<file path="src/rtl/stl_pkg.sv">
// Package: register map, field limits, reset values and types of the torque limit block
package stl_pkg;

   // ----------------------------------------------------------------------
   // Register indices (byte address is four times the index)
   // ----------------------------------------------------------------------
   localparam logic [15:0] IDX_POS_UNIT   = 16'h2520;  // position_unit_select
   localparam logic [15:0] IDX_TL_SRC     = 16'h2521;  // torque_limit_source_select
   localparam logic [15:0] IDX_TL2        = 16'h2522;  // second_torque_limit
   localparam logic [15:0] IDX_DISP       = 16'h2528;  // initial_display_select
   localparam logic [15:0] IDX_P1_COMP    = 16'h2533;  // probe_one_time_comp
   localparam logic [15:0] IDX_P2_COMP    = 16'h2534;  // probe_two_time_comp
   localparam logic [15:0] IDX_LOCK       = 16'h2535;  // panel_lock
   localparam logic [15:0] IDX_UNLOCK     = 16'h2536;  // protected_class_unlock
   localparam logic [15:0] IDX_SAT_TIME   = 16'h2537;  // saturation_detect_time
   localparam logic [15:0] IDX_TL3        = 16'h2539;  // homing_torque_limit
   localparam logic [15:0] IDX_TL1        = 16'h2013;  // first_torque_limit
   localparam logic [15:0] IDX_IRQ_STAT   = 16'h2540;  // Sticky event flags, write one to clear
   localparam logic [15:0] IDX_IRQ_MASK   = 16'h2541;  // Interrupt enables
   localparam logic [15:0] IDX_CTRL       = 16'h2542;  // bit0 homing active, bit1 alarm enable
   localparam logic [15:0] IDX_STATUS     = 16'h2543;  // Live status, read only
   localparam logic [15:0] IDX_EFF_POS    = 16'h2544;  // Effective positive limit, read only
   localparam logic [15:0] IDX_EFF_NEG    = 16'h2545;  // Effective negative limit, read only
   localparam logic [15:0] IDX_FB_POS     = 16'h60e0;  // Fieldbus positive limit object
   localparam logic [15:0] IDX_FB_NEG     = 16'h60e1;  // Fieldbus negative limit object
   localparam logic [15:0] IDX_MAX_TQ     = 16'h6072;  // Maximum torque object

   // ----------------------------------------------------------------------
   // Reset values and upper bounds of the fields
   // ----------------------------------------------------------------------
   localparam logic [15:0] RST_POS_UNIT   = 16'h0002;
   localparam logic [15:0] RST_TL_SRC     = 16'h0000;
   localparam logic [15:0] RST_TL2        = 16'h012c;
   localparam logic [15:0] RST_DISP       = 16'h0022;
   localparam logic [15:0] RST_SAT_TIME   = 16'h01f4;
   localparam logic [15:0] RST_TL3        = 16'h0050;
   localparam logic [15:0] RST_TL1        = 16'h012c;
   localparam logic [15:0] RST_MAX_TQ     = 16'h01f4;
   localparam logic [15:0] MAX_SEL2       = 16'h0002;  // Three-way selectors
   localparam logic [15:0] MAX_PCT        = 16'h01f4;  // 500 percent
   localparam logic [15:0] MAX_DISP       = 16'h002a;  // Display code 42
   localparam logic [15:0] MAX_COMP       = 16'h7fff;  // 32767 steps
   localparam logic [15:0] MAX_LOCK       = 16'h0001;
   localparam logic [15:0] MAX_SAT_TIME   = 16'h1388;  // 5000 ms
   localparam logic [15:0] UNLOCK_CODE    = 16'h0066;  // 102 opens the protected class

   // ----------------------------------------------------------------------
   // Timing
   // ----------------------------------------------------------------------
   localparam int CLK_PERIOD_NS  = 100;
   localparam int COMP_STEP_NS   = 25;
   localparam int MS_NS          = 1000000;
   localparam int CYC_PER_MS_DEF = MS_NS / CLK_PERIOD_NS;  // 10000, top parameter

   // ----------------------------------------------------------------------
   // Event bits and types
   // ----------------------------------------------------------------------
   localparam int EV_SAT  = 0;  // Saturation signal rose
   localparam int EV_HOME = 1;  // Homing torque detection reached
   localparam int EV_P1   = 2;  // Probe one captured
   localparam int EV_P2   = 3;  // Probe two captured
   localparam int EV_KEY  = 4;  // Panel key refused while locked
   localparam int NEV     = 5;

   typedef struct packed {
      logic [15:0] pos;  // Effective positive torque limit
      logic [15:0] neg;  // Effective negative torque limit
   } stl_limits_t;

endpackage

</file>
<file path="src/rtl/stl_core.sv">
// Torque limit selection, saturation timing, probe compensation and panel supervision
//
// Implementation choice: register access over APB.
`timescale 1ns/1ns

// Operation
// - Position unit select picks ranges' unit
// - Torque limit select chooses limit sources
// - Second limit 0-500, clamped to motor
// - Effective limit is min with maximum torque
// - Initial display code 0-42, default 34
// - Display choice applies after power cycle
// - Probe one capture delayed by compensation
// - Probe two capture delayed by compensation
// - Panel lock one ignores panel keys
// - Protected class writable only at 102
// - Saturation signal after detection time elapses
// - Same time delays homing torque detection
// - Third limit applies during torque homing
module stl_core
   import stl_pkg::*;
#(
   parameter int CYC_PER_MS = CYC_PER_MS_DEF  // Cycles per millisecond
)(
   input  wire logic        pclk,
   input  wire logic        presetn,
   input  wire logic        psel,
   input  wire logic        penable,
   input  wire logic        pwrite,
   input  wire logic [17:0] paddr,
   input  wire logic [31:0] pwdata,
   output logic [31:0]      prdata,
   output logic             pready,
   output logic             pslverr,
   input  wire logic [15:0] torque_cmd,
   input  wire logic [15:0] motor_max_torque,
   input  wire logic        probe1_pin,
   input  wire logic        probe2_pin,
   input  wire logic        panel_key_pin,
   input  wire logic        class7_wr_req,
   output logic             class7_wr_grant,
   output logic             panel_key_accept,
   output logic             probe1_capture,
   output logic             probe2_capture,
   output logic             torque_sat,
   output logic             homing_limit_reached,
   output stl_limits_t      torque_limits,
   output logic [1:0]       pos_unit_mode,
   output logic [5:0]       display_code,
   output logic             irq
);

   // ----------------------------------------------------------------------
   // Helpers
   // ----------------------------------------------------------------------
   // Saturating store keeps each bounded field inside its legal range
   function automatic logic [15:0] clamp(input logic [15:0] v, input logic [15:0] lim);
      clamp = (v > lim) ? lim : v;
   endfunction

   // Smaller of two limits
   function automatic logic [15:0] min16(input logic [15:0] a, input logic [15:0] b);
      min16 = (a < b) ? a : b;
   endfunction
   // Compensation steps to clock cycles, rounded up
   function automatic logic [13:0] comp_cycles(input logic [14:0] c);
      logic [31:0] t;
      t = (32'(c) * COMP_STEP_NS + CLK_PERIOD_NS - 1) / CLK_PERIOD_NS;
      comp_cycles = t[13:0];
   endfunction

   // ----------------------------------------------------------------------
   // State
   // ----------------------------------------------------------------------
   typedef struct packed {
      logic [1:0]     pos_unit;   // Position unit select
      logic [1:0]     tl_src;     // Torque limit source
      logic [15:0]    tl1;        // First limit
      logic [15:0]    tl2;        // Second limit
      logic [15:0]    tl3;        // Homing limit
      logic [15:0]    fb_pos;     // Fieldbus positive limit
      logic [15:0]    fb_neg;     // Fieldbus negative limit
      logic [15:0]    max_tq;     // Maximum torque object
      logic [5:0]     disp_sel;   // Stored display choice
      logic [5:0]     disp_code;  // Display choice in force
      logic           booted;     // Display choice already taken
      logic [14:0]    p1_comp;    // Probe one compensation
      logic [14:0]    p2_comp;    // Probe two compensation
      logic           lock;       // Panel lock
      logic [15:0]    unlock;     // Protected class unlock code
      logic [12:0]    sat_time;   // Detection time in ms
      logic [1:0]     ctrl;       // Homing active, alarm enable
      logic [NEV-1:0] irq_st;     // Sticky events
      logic [NEV-1:0] irq_mask;   // Event enables
      logic [31:0]    rdata;      // Read data held for the access phase
      logic           err;        // Unmapped address seen at setup
      stl_limits_t    eff;        // Registered effective limits
      logic [13:0]    pre;        // Millisecond prescaler
      logic [12:0]    ms_cnt;     // Elapsed saturation in ms
      logic           sat_lvl;    // Saturation held long enough
      logic [1:0]     p1_sync;    // Probe one synchroniser
      logic           p1_prev;
      logic           p1_busy;
      logic [13:0]    p1_cnt;
      logic           p1_cap;
      logic [1:0]     p2_sync;    // Probe two synchroniser
      logic           p2_prev;
      logic           p2_busy;
      logic [13:0]    p2_cnt;
      logic           p2_cap;
      logic [1:0]     key_sync;   // Panel key synchroniser
      logic           key_prev;
      logic           key_ok;
      logic           sat_out;    // Saturation output
      logic           hom_out;    // Homing detection output
   } stl_state_t;

   stl_state_t s;       // Present state
   stl_state_t next_s;  // Next state

   // ----------------------------------------------------------------------
   // Combinational terms
   // ----------------------------------------------------------------------
   logic [15:0]    idx;         // Word index of the access
   logic           setup_ph;    // APB setup cycle
   logic           wr_ph;       // APB write taking effect
   logic [15:0]    wd;          // Low half of write data
   logic [15:0]    sel_pos;     // Selected positive limit
   logic [15:0]    sel_neg;     // Selected negative limit
   logic [15:0]    tq_mag;      // Magnitude of the command
   logic           saturated;   // Command at or beyond its limit
   logic           p1_edge;
   logic           p2_edge;
   logic           key_edge;
   logic [NEV-1:0] ev;          // Events of this cycle
   logic           mapped;
   logic [15:0]    rd;

   assign idx      = paddr[17:2];
   assign setup_ph = psel & ~penable;
   assign wr_ph    = psel & penable & pwrite & ~s.err;
   assign wd       = pwdata[15:0];
   assign p1_edge  = s.p1_sync[1] & ~s.p1_prev;
   assign p2_edge  = s.p2_sync[1] & ~s.p2_prev;
   assign key_edge = s.key_sync[1] & ~s.key_prev;

   // Read mux and decode; unaligned or unknown addresses are errors
   always_comb begin
      mapped = (paddr[1:0] == 2'b00);
      rd     = 16'h0000;
      unique case (idx)
         IDX_POS_UNIT: rd = {14'h0000, s.pos_unit};
         IDX_TL_SRC:   rd = {14'h0000, s.tl_src};
         IDX_TL1:      rd = s.tl1;
         IDX_TL2:      rd = s.tl2;
         IDX_TL3:      rd = s.tl3;
         IDX_DISP:     rd = {10'h000, s.disp_sel};
         IDX_P1_COMP:  rd = {1'b0, s.p1_comp};
         IDX_P2_COMP:  rd = {1'b0, s.p2_comp};
         IDX_LOCK:     rd = {15'h0000, s.lock};
         IDX_UNLOCK:   rd = s.unlock;
         IDX_SAT_TIME: rd = {3'h0, s.sat_time};
         IDX_IRQ_STAT: rd = {11'h000, s.irq_st};
         IDX_IRQ_MASK: rd = {11'h000, s.irq_mask};
         IDX_CTRL:     rd = {14'h0000, s.ctrl};
         IDX_STATUS:   rd = {12'h000, s.hom_out, s.sat_out, s.sat_lvl, s.lock};
         IDX_EFF_POS:  rd = s.eff.pos;
         IDX_EFF_NEG:  rd = s.eff.neg;
         IDX_FB_POS:   rd = s.fb_pos;
         IDX_FB_NEG:   rd = s.fb_neg;
         IDX_MAX_TQ:   rd = s.max_tq;
         default:      mapped = 1'b0;
      endcase
   end

   // Limit selection; homing by torque detection overrides both sides
   always_comb begin
      sel_pos = s.tl1;
      sel_neg = s.tl1;
      if (s.ctrl[0]) begin
         sel_pos = s.tl3;
         sel_neg = s.tl3;
      end else if (s.tl_src == 2'd1) begin
         sel_neg = min16(s.tl2, motor_max_torque);
      end else if (s.tl_src == 2'd2) begin
         sel_pos = s.fb_pos;
         sel_neg = s.fb_neg;
      end
   end

   // Negative command compares its magnitude with the negative limit
   assign tq_mag    = torque_cmd[15] ? 16'(-torque_cmd) : torque_cmd;
   assign saturated = tq_mag >= (torque_cmd[15] ? s.eff.neg : s.eff.pos);

   // ----------------------------------------------------------------------
   // Next state
   // ----------------------------------------------------------------------
   always_comb begin
      next_s = s;
      ev     = '0;

      // Bus: read data and error captured in the setup cycle
      if (setup_ph) begin
         next_s.rdata = {16'h0000, rd};
         next_s.err   = ~mapped;
      end
      if (wr_ph) begin
         unique case (idx)
            IDX_POS_UNIT: next_s.pos_unit = 2'(clamp(wd, MAX_SEL2));
            IDX_TL_SRC:   next_s.tl_src = 2'(clamp(wd, MAX_SEL2));
            IDX_TL1:      next_s.tl1 = clamp(wd, MAX_PCT);
            IDX_TL2:      next_s.tl2 = clamp(wd, MAX_PCT);
            IDX_TL3:      next_s.tl3 = clamp(wd, MAX_PCT);
            IDX_DISP:     next_s.disp_sel = 6'(clamp(wd, MAX_DISP));
            IDX_P1_COMP:  next_s.p1_comp = 15'(clamp(wd, MAX_COMP));
            IDX_P2_COMP:  next_s.p2_comp = 15'(clamp(wd, MAX_COMP));
            IDX_LOCK:     next_s.lock = 1'(clamp(wd, MAX_LOCK));
            IDX_UNLOCK:   next_s.unlock = wd;
            IDX_SAT_TIME: next_s.sat_time = 13'(clamp(wd, MAX_SAT_TIME));
            IDX_IRQ_STAT: next_s.irq_st = s.irq_st & ~wd[NEV-1:0];
            IDX_IRQ_MASK: next_s.irq_mask = wd[NEV-1:0];
            IDX_CTRL:     next_s.ctrl = wd[1:0];
            IDX_FB_POS:   next_s.fb_pos = wd;
            IDX_FB_NEG:   next_s.fb_neg = wd;
            IDX_MAX_TQ:   next_s.max_tq = wd;
            default:      next_s.err = s.err;  // Read-only words ignore writes
         endcase
      end

      // Display choice taken once after reset; later writes wait for power-up
      if (!s.booted) begin
         next_s.booted    = 1'b1;
         next_s.disp_code = s.disp_sel;
      end

      // Effective limits never exceed the maximum torque object
      next_s.eff.pos = min16(sel_pos, s.max_tq);
      next_s.eff.neg = min16(sel_neg, s.max_tq);

      // Saturation timer; any drop below the limit starts it over
      if (!saturated) begin
         next_s.pre     = '0;
         next_s.ms_cnt  = '0;
         next_s.sat_lvl = 1'b0;
      end else if (s.ms_cnt >= s.sat_time) begin
         next_s.sat_lvl = 1'b1;
      end else if (s.pre == 14'(CYC_PER_MS - 1)) begin
         next_s.pre    = '0;
         next_s.ms_cnt = s.ms_cnt + 13'h0001;
      end else begin
         next_s.pre = s.pre + 14'h0001;
      end
      // Alarm enabled drives the signal; else the time serves torque homing
      next_s.sat_out = s.sat_lvl & s.ctrl[1];
      next_s.hom_out = s.sat_lvl & ~s.ctrl[1] & s.ctrl[0];
      ev[EV_SAT]  = next_s.sat_out & ~s.sat_out;
      ev[EV_HOME] = next_s.hom_out & ~s.hom_out;

      // Probe pins: synchronise, then delay the capture by the compensation
      next_s.p1_sync = {s.p1_sync[0], probe1_pin};
      next_s.p1_prev = s.p1_sync[1];
      next_s.p1_cap  = 1'b0;
      if (s.p1_busy) begin
         if (s.p1_cnt == 14'h0000) begin
            next_s.p1_cap  = 1'b1;
            next_s.p1_busy = 1'b0;
         end else begin
            next_s.p1_cnt = s.p1_cnt - 14'h0001;
         end
      end else if (p1_edge) begin
         next_s.p1_busy = 1'b1;  // Edges during a pending capture are dropped
         next_s.p1_cnt  = comp_cycles(s.p1_comp);
      end
      next_s.p2_sync = {s.p2_sync[0], probe2_pin};
      next_s.p2_prev = s.p2_sync[1];
      next_s.p2_cap  = 1'b0;
      if (s.p2_busy) begin
         if (s.p2_cnt == 14'h0000) begin
            next_s.p2_cap  = 1'b1;
            next_s.p2_busy = 1'b0;
         end else begin
            next_s.p2_cnt = s.p2_cnt - 14'h0001;
         end
      end else if (p2_edge) begin
         next_s.p2_busy = 1'b1;
         next_s.p2_cnt  = comp_cycles(s.p2_comp);
      end
      ev[EV_P1] = next_s.p1_cap;
      ev[EV_P2] = next_s.p2_cap;

      // Panel key: accepted only while unlocked
      next_s.key_sync = {s.key_sync[0], panel_key_pin};
      next_s.key_prev = s.key_sync[1];
      next_s.key_ok   = key_edge & ~s.lock;
      ev[EV_KEY]      = key_edge & s.lock;

      // Set wins over a clear in the same cycle
      next_s.irq_st = next_s.irq_st | ev;
   end

   // ----------------------------------------------------------------------
   // State register
   // ----------------------------------------------------------------------
   always_ff @(posedge pclk or negedge presetn) begin
      if (!presetn) begin
         s          <= '0;
         s.pos_unit <= RST_POS_UNIT[1:0];
         s.tl_src   <= RST_TL_SRC[1:0];
         s.tl1      <= RST_TL1;
         s.tl2      <= RST_TL2;
         s.tl3      <= RST_TL3;
         s.max_tq   <= RST_MAX_TQ;
         s.disp_sel <= RST_DISP[5:0];
         s.disp_code <= RST_DISP[5:0];
         s.sat_time <= RST_SAT_TIME[12:0];
      end else begin
         s <= next_s;
      end
   end

   // ----------------------------------------------------------------------
   // Outputs
   // ----------------------------------------------------------------------
   assign pready               = psel & penable;
   assign pslverr              = psel & penable & s.err;
   assign prdata               = s.rdata;
   assign class7_wr_grant      = class7_wr_req & (s.unlock == UNLOCK_CODE);
   assign panel_key_accept     = s.key_ok;
   assign probe1_capture       = s.p1_cap;
   assign probe2_capture       = s.p2_cap;
   assign torque_sat           = s.sat_out;
   assign homing_limit_reached = s.hom_out;
   assign torque_limits        = s.eff;
   assign pos_unit_mode        = s.pos_unit;
   assign display_code         = s.disp_code;
   assign irq                  = |(s.irq_st & s.irq_mask);
endmodule

</file>
<file path="config.mk">
export PLATFORM = sky130hd
export DESIGN_NAME = stl_core
export DESIGN_NICKNAME = d
export VERILOG_FILES = /design/src/rtl/stl_pkg.sv /design/src/rtl/stl_core.sv
export SDC_FILE = /design/constraint.sdc
export NUM_CORES = 1
export LEC_CHECK = 0
export BUFFER_PORTS_ARGS = -buffer_cell sky130_fd_sc_hd__buf_4
export CAP_MARGIN = 20
export CORE_MARGIN = 3
export CORE_UTILIZATION = 30
export CTS_BUF_LIST = sky130_fd_sc_hd__clkbuf_4 sky130_fd_sc_hd__clkbuf_8
export CTS_CLUSTER_DIAMETER = 30
export CTS_CLUSTER_SIZE = 24
export DETAILED_ROUTE_END_ITERATION = 10
export SYNTH_ARGS = -nofsm -noshare
export SYNTH_HDL_FRONTEND = slang
export SYNTH_SLANG_ARGS = --single-unit
</file>
<file path="constraint.sdc">
create_clock -name pclk -period 12.5 [get_ports pclk]
set_input_delay 1.25 -clock pclk [delete_from_list [all_inputs] [get_ports pclk]]
set_output_delay 1.25 -clock pclk [all_outputs]
set_load 0.1 [all_outputs]
</file>
==> out/results.env <==
SYNTH_AREA_UM2=27400
PEAKVDDDROP_uV=120
ROUTED-VIA-COUNT=25900
YOSYSUNIQUECELLTYPES=133
STARTPOINT_TYPE='flop'
POST-SYNTH-TOP-AREA-CELL='dfrtp_1'
FP.COREAREA_UM2=90300
LAYOUT_COMMON_CELLS='345 x nand2_1, 306 x buf_4, 277 x dfrtp_1, 252 x o21ai_0, 194 x nor2_1'
SYNTHESIS.YOSYS.WARNINGS=0
HOLDPATHEND='next_s[41]'
INTERNAL_POWER_uW=2180
PLACEMENTROWS=110
GRT_MAX_DEGREE=124
MAX_FREQ_MHz=83.3
CLKTRANSATPATHREGS_NS=0.05
POWER.NET_SWITCHING_uW=825
FINAL.SETUP_SKEW_NS=0.0737
CTS_TREE='done'
CRITICAL_PATH.MAX_FANOUT=12
SEQUENTIAL_SHARE_OF_THE_SYNTHESIZED_AREA=0.280
WORST_HOLD_PATH_TYPE='flop to flop'
FINAL_NETS=3690
GRT_OVERFLOW=0
POSTCTSHOLDBUFS=0
DP_HPWL_UM=64700
FILLCELLCOUNT=9353
CLOCK_TREE.HTREE_LEVEL_COUNT=3
FIRST_PASS_GRT_WIRE_LENGTH_UM=138000
GRT_ANTENNA_BEFORE_REPAIR=0
PWR_DENSITY_CELL_nW_PER_UM2=92.3
IOS=172
FINALWORSTSETUPSLACK_NS=0.498
WL_PER_CELL_UM=18.9
BUFFER_PORTS.INSERTED=139
TIMING.SLEW.HEADROOM=0.241
REG2REG_SETUP_SLACK_NS=0.50
SYNTH_AREA_PER_CELL_UM2=8.56
FLOORPLAN.DIE.HEIGHT_UM=308
FINAL_LAYOUT_SIZE_SUFFIX_GT1_FRAC=0.217
END_KIND='flop'
CRITICAL_PATH_REQUIRED_TIME_NS=13.04
DRT-TOTAL-WL_UM=87600
NUMCLOCKSINKS=306
YOSYSTOPAREACELLSHARE=0.255
CTS-ROOT-BUF='clkbuf_8'
WORST_HOLD_STARTPOINT='next_s[43]'
ANT_NETS=0
TOTAL_LEAKAGE_POWER_uW=0.0147
FLOORPLAN.INITIALDENSITY=0.304
R2R_END='s[7]'
GLOBALROUTETOTALUTIL=0.178
CTS-BUFFERS-INSERTED=79
FP.DIEW_UM=308
DR_WL_MET3_UM=5490
DRT_PASS1_ITERATIONS=7
FINAL_MAX_TRAN_VIOLS=0
LAYOUT_COMMONEST_CELL='nand2_1'
FINALWORSTPATHREQUIREDPERIOD_NS=12.00
SLOWEST_DELAY_NS=0.52
CLOCK_TREE.BUFFER_DEPTH=3
CLOCK_NETWORK_FRACTION_OF_DESIGN_POWER=0.523
ROUTED-WL-MET2_UM=40200
TIMING_WORST_SLEW_PIN_VALUE_NS=1.13
SYNTH_SEQ_CELLS=306
WORSTHOLDPATHCELLS=0
HOLD_VIOLATIONS=0
POST-ROUTE-PERIOD-UTIL=0.960
WL_MET1_UM=39500
ROUTED_VIA_DENSITY=5.59
ASYNCSETRESETFLOPFRACSYNTH=1.00
SEQUENTIALPOWERSHARE=0.365
SETUP-VIOLATIONS-FINAL=0
NET_SWITCHING_SHARE_OF_THE_TOTAL_POWER=0.275
MAXCAPVIOLATIONS=0
DR.MAX_LAYER_USED='met4'
PRE_CTS_WS_NS=0.289
AREA_DELTA_SYNTH_FINAL_PCT=18.7
FF2FF_PATH_DEPTH=41
SYNTH_FLOP_CELL='dfrtp_1'
WORST_R2R_STARTPOINT='s[183]'
POSTLAYOUTCOREUTIL=0.361
NUMBER_OF_GLOBAL_ROUTE_VIAS_BEFORE_REPAIR=24700
CRITICAL-PATH-SLOWEST-CELL='or3_2'
DRT_DRC_VIOLATIONS_LEFT=0
CRITPATHKIND='flop to flop'
SYNTH_TOP_CELLS_BY_AREA='dfrtp_1 25%, ha_1 8.6%, nand2_1 4.8%'
WORST_SKEW_PAIR.LATE_LATENCY_NS=0.70
SYNTH_EDF_COUNT=0
CP_DATA_ARRIVAL_TIME_NS=12.54
FINAL.SETUP.TNS_NS=0
GP_CONGESTION=0.929
POST_SYNTH_INST_COUNT=3203
STATUS='completed'
DIE_AR_UM2=95100
DRC_VIOLATION_TOTAL_AFTER_THE_FIRST_TRITONROUTE_ITERATION=2342
POWER.SHARE.COMBINATIONAL=0.112
through the flow:
step / hold slack [ns] / cells / total power [µW] / area [µm²]
after floorplan: 0.331 / 3218 / 1340 / 27500
after global placement: 0.335 / 4468 / 1440 / 30000
after detailed placement: 0.336 / 4468 / 1440 / 30000
after CTS: 0.345 / 4614 / 3030 / 32000
after global routing: 0.350 / 4629 / 3130 / 32500
final: 0.344 / 4631 / 3000 / 32600
layer usage:
metal  global-route usage  vias up
met1                0.244    12500
li1                     -    12300
met2                0.290      930
met5                    0        -
met3               0.0284      172
met4               0.0541        0
kinds of logic after synthesis:
kind of cell             share of synthesized area
AO/OA/AOI/OAI                                0.248
XOR/XNOR                                    0.0361
adder cells (fa/ha/maj)                      0.103
buffers and inverters                       0.0624
flip-flops                                   0.280
multiplexers                                0.0729
other                                     0.000274
AND/OR/NAND/NOR                              0.197
layout make-up:
type | count | area [µm²] | share of cell area
multi-input combinational | 2574 | 18600 | 0.571
sequential | 306 | 7690 | 0.236
timing repair buffer | 310 | 2360 | 0.0724
tap | 1176 | 1470 | 0.0452
clock buffer | 107 | 1380 | 0.0424
clock inverter | 39 | 613 | 0.0188
inverter | 117 | 439 | 0.0135
antenna | 2 | 5.00 | 0.000154
power by group through the flow:
| stage | Combinational, µW | Clock [µW] | Sequential [µW] |
|---|---|---|---|
| after floorplan | 236 | 0 | 1100 |
| after global routing | 377 | 1650 | 1110 |
| after detailed placement | 332 | 0 | 1110 |
| after global placement | 327 | 0 | 1110 |
| after CTS | 334 | 1590 | 1100 |
| final | 336 | 1570 | 1100 |
Yosys cell counts (all sizes together) (23+ instances only):
cell,count
nand3,79
a221oi,27
clkbuf,110
xnor2,73
ha,189
a22oi,31
nor4,25
mux2,84
nand2b,57
nand2,351
nor2,200
a21boi,29
or3,36
a211oi,23
buf,108
dfrtp,279
a21oi,168
xor2,40
inv,117
o21a,23
dfstp,27
mux2i,102
a31oi,28
and3,25
a222oi,36
o21ai,272
o211ai,35
nor3,89
o31ai,29
nor2b,42
a21o,50
and2,52
nand4,33
critical path, delay by kind of cell, from the launching register on:
| kind | cells | cell delay, ns |
|---|---|---|
| AO/OA/AOI/OAI | 21 | 5.40 |
| AND/OR/NAND/NOR | 13 | 3.88 |
| adder cells (fa/ha/maj) | 4 | 1.51 |
| flip-flops | 1 | 0.48 |
| buffers and inverters | 2 | 0.38 |
| XOR/XNOR | 1 | 0.20 |
registers in the layout, indices dropped and copies added (netlist names):
| register | count |
|---|---|
| display_code | 6 |
| prdata | 16 |
| homing_limit_reached | 1 |
| next_s | 6 |
| torque_sat | 1 |
| torque_limits | 32 |
| probe2_capture | 1 |
| panel_key_accept | 1 |
| s | 239 |
| probe1_capture | 1 |
| pos_unit_mode | 2 |
what timing repair did:
item,CTS,global route
buffers inserted,0,11
setup endpoints to repair,0,5
resized for setup,0,83
worst max path at each step:
| stage | start | endpoint | depth (start not counted) |
|---|---|---|---|
| 2_1_floorplan | s[204] | s[26] | 49 |
| 6_report | s[183] | s[7] | 41 |
| 3_5_place_dp | s[181] | s[7] | 42 |
| 4_1_cts | s[184] | s[7] | 39 |
| 3_3_place_gp | s[181] | s[7] | 41 |
| 5_1_grt | s[189] | s[7] | 44 |
(Power assumes the default switching activity.)
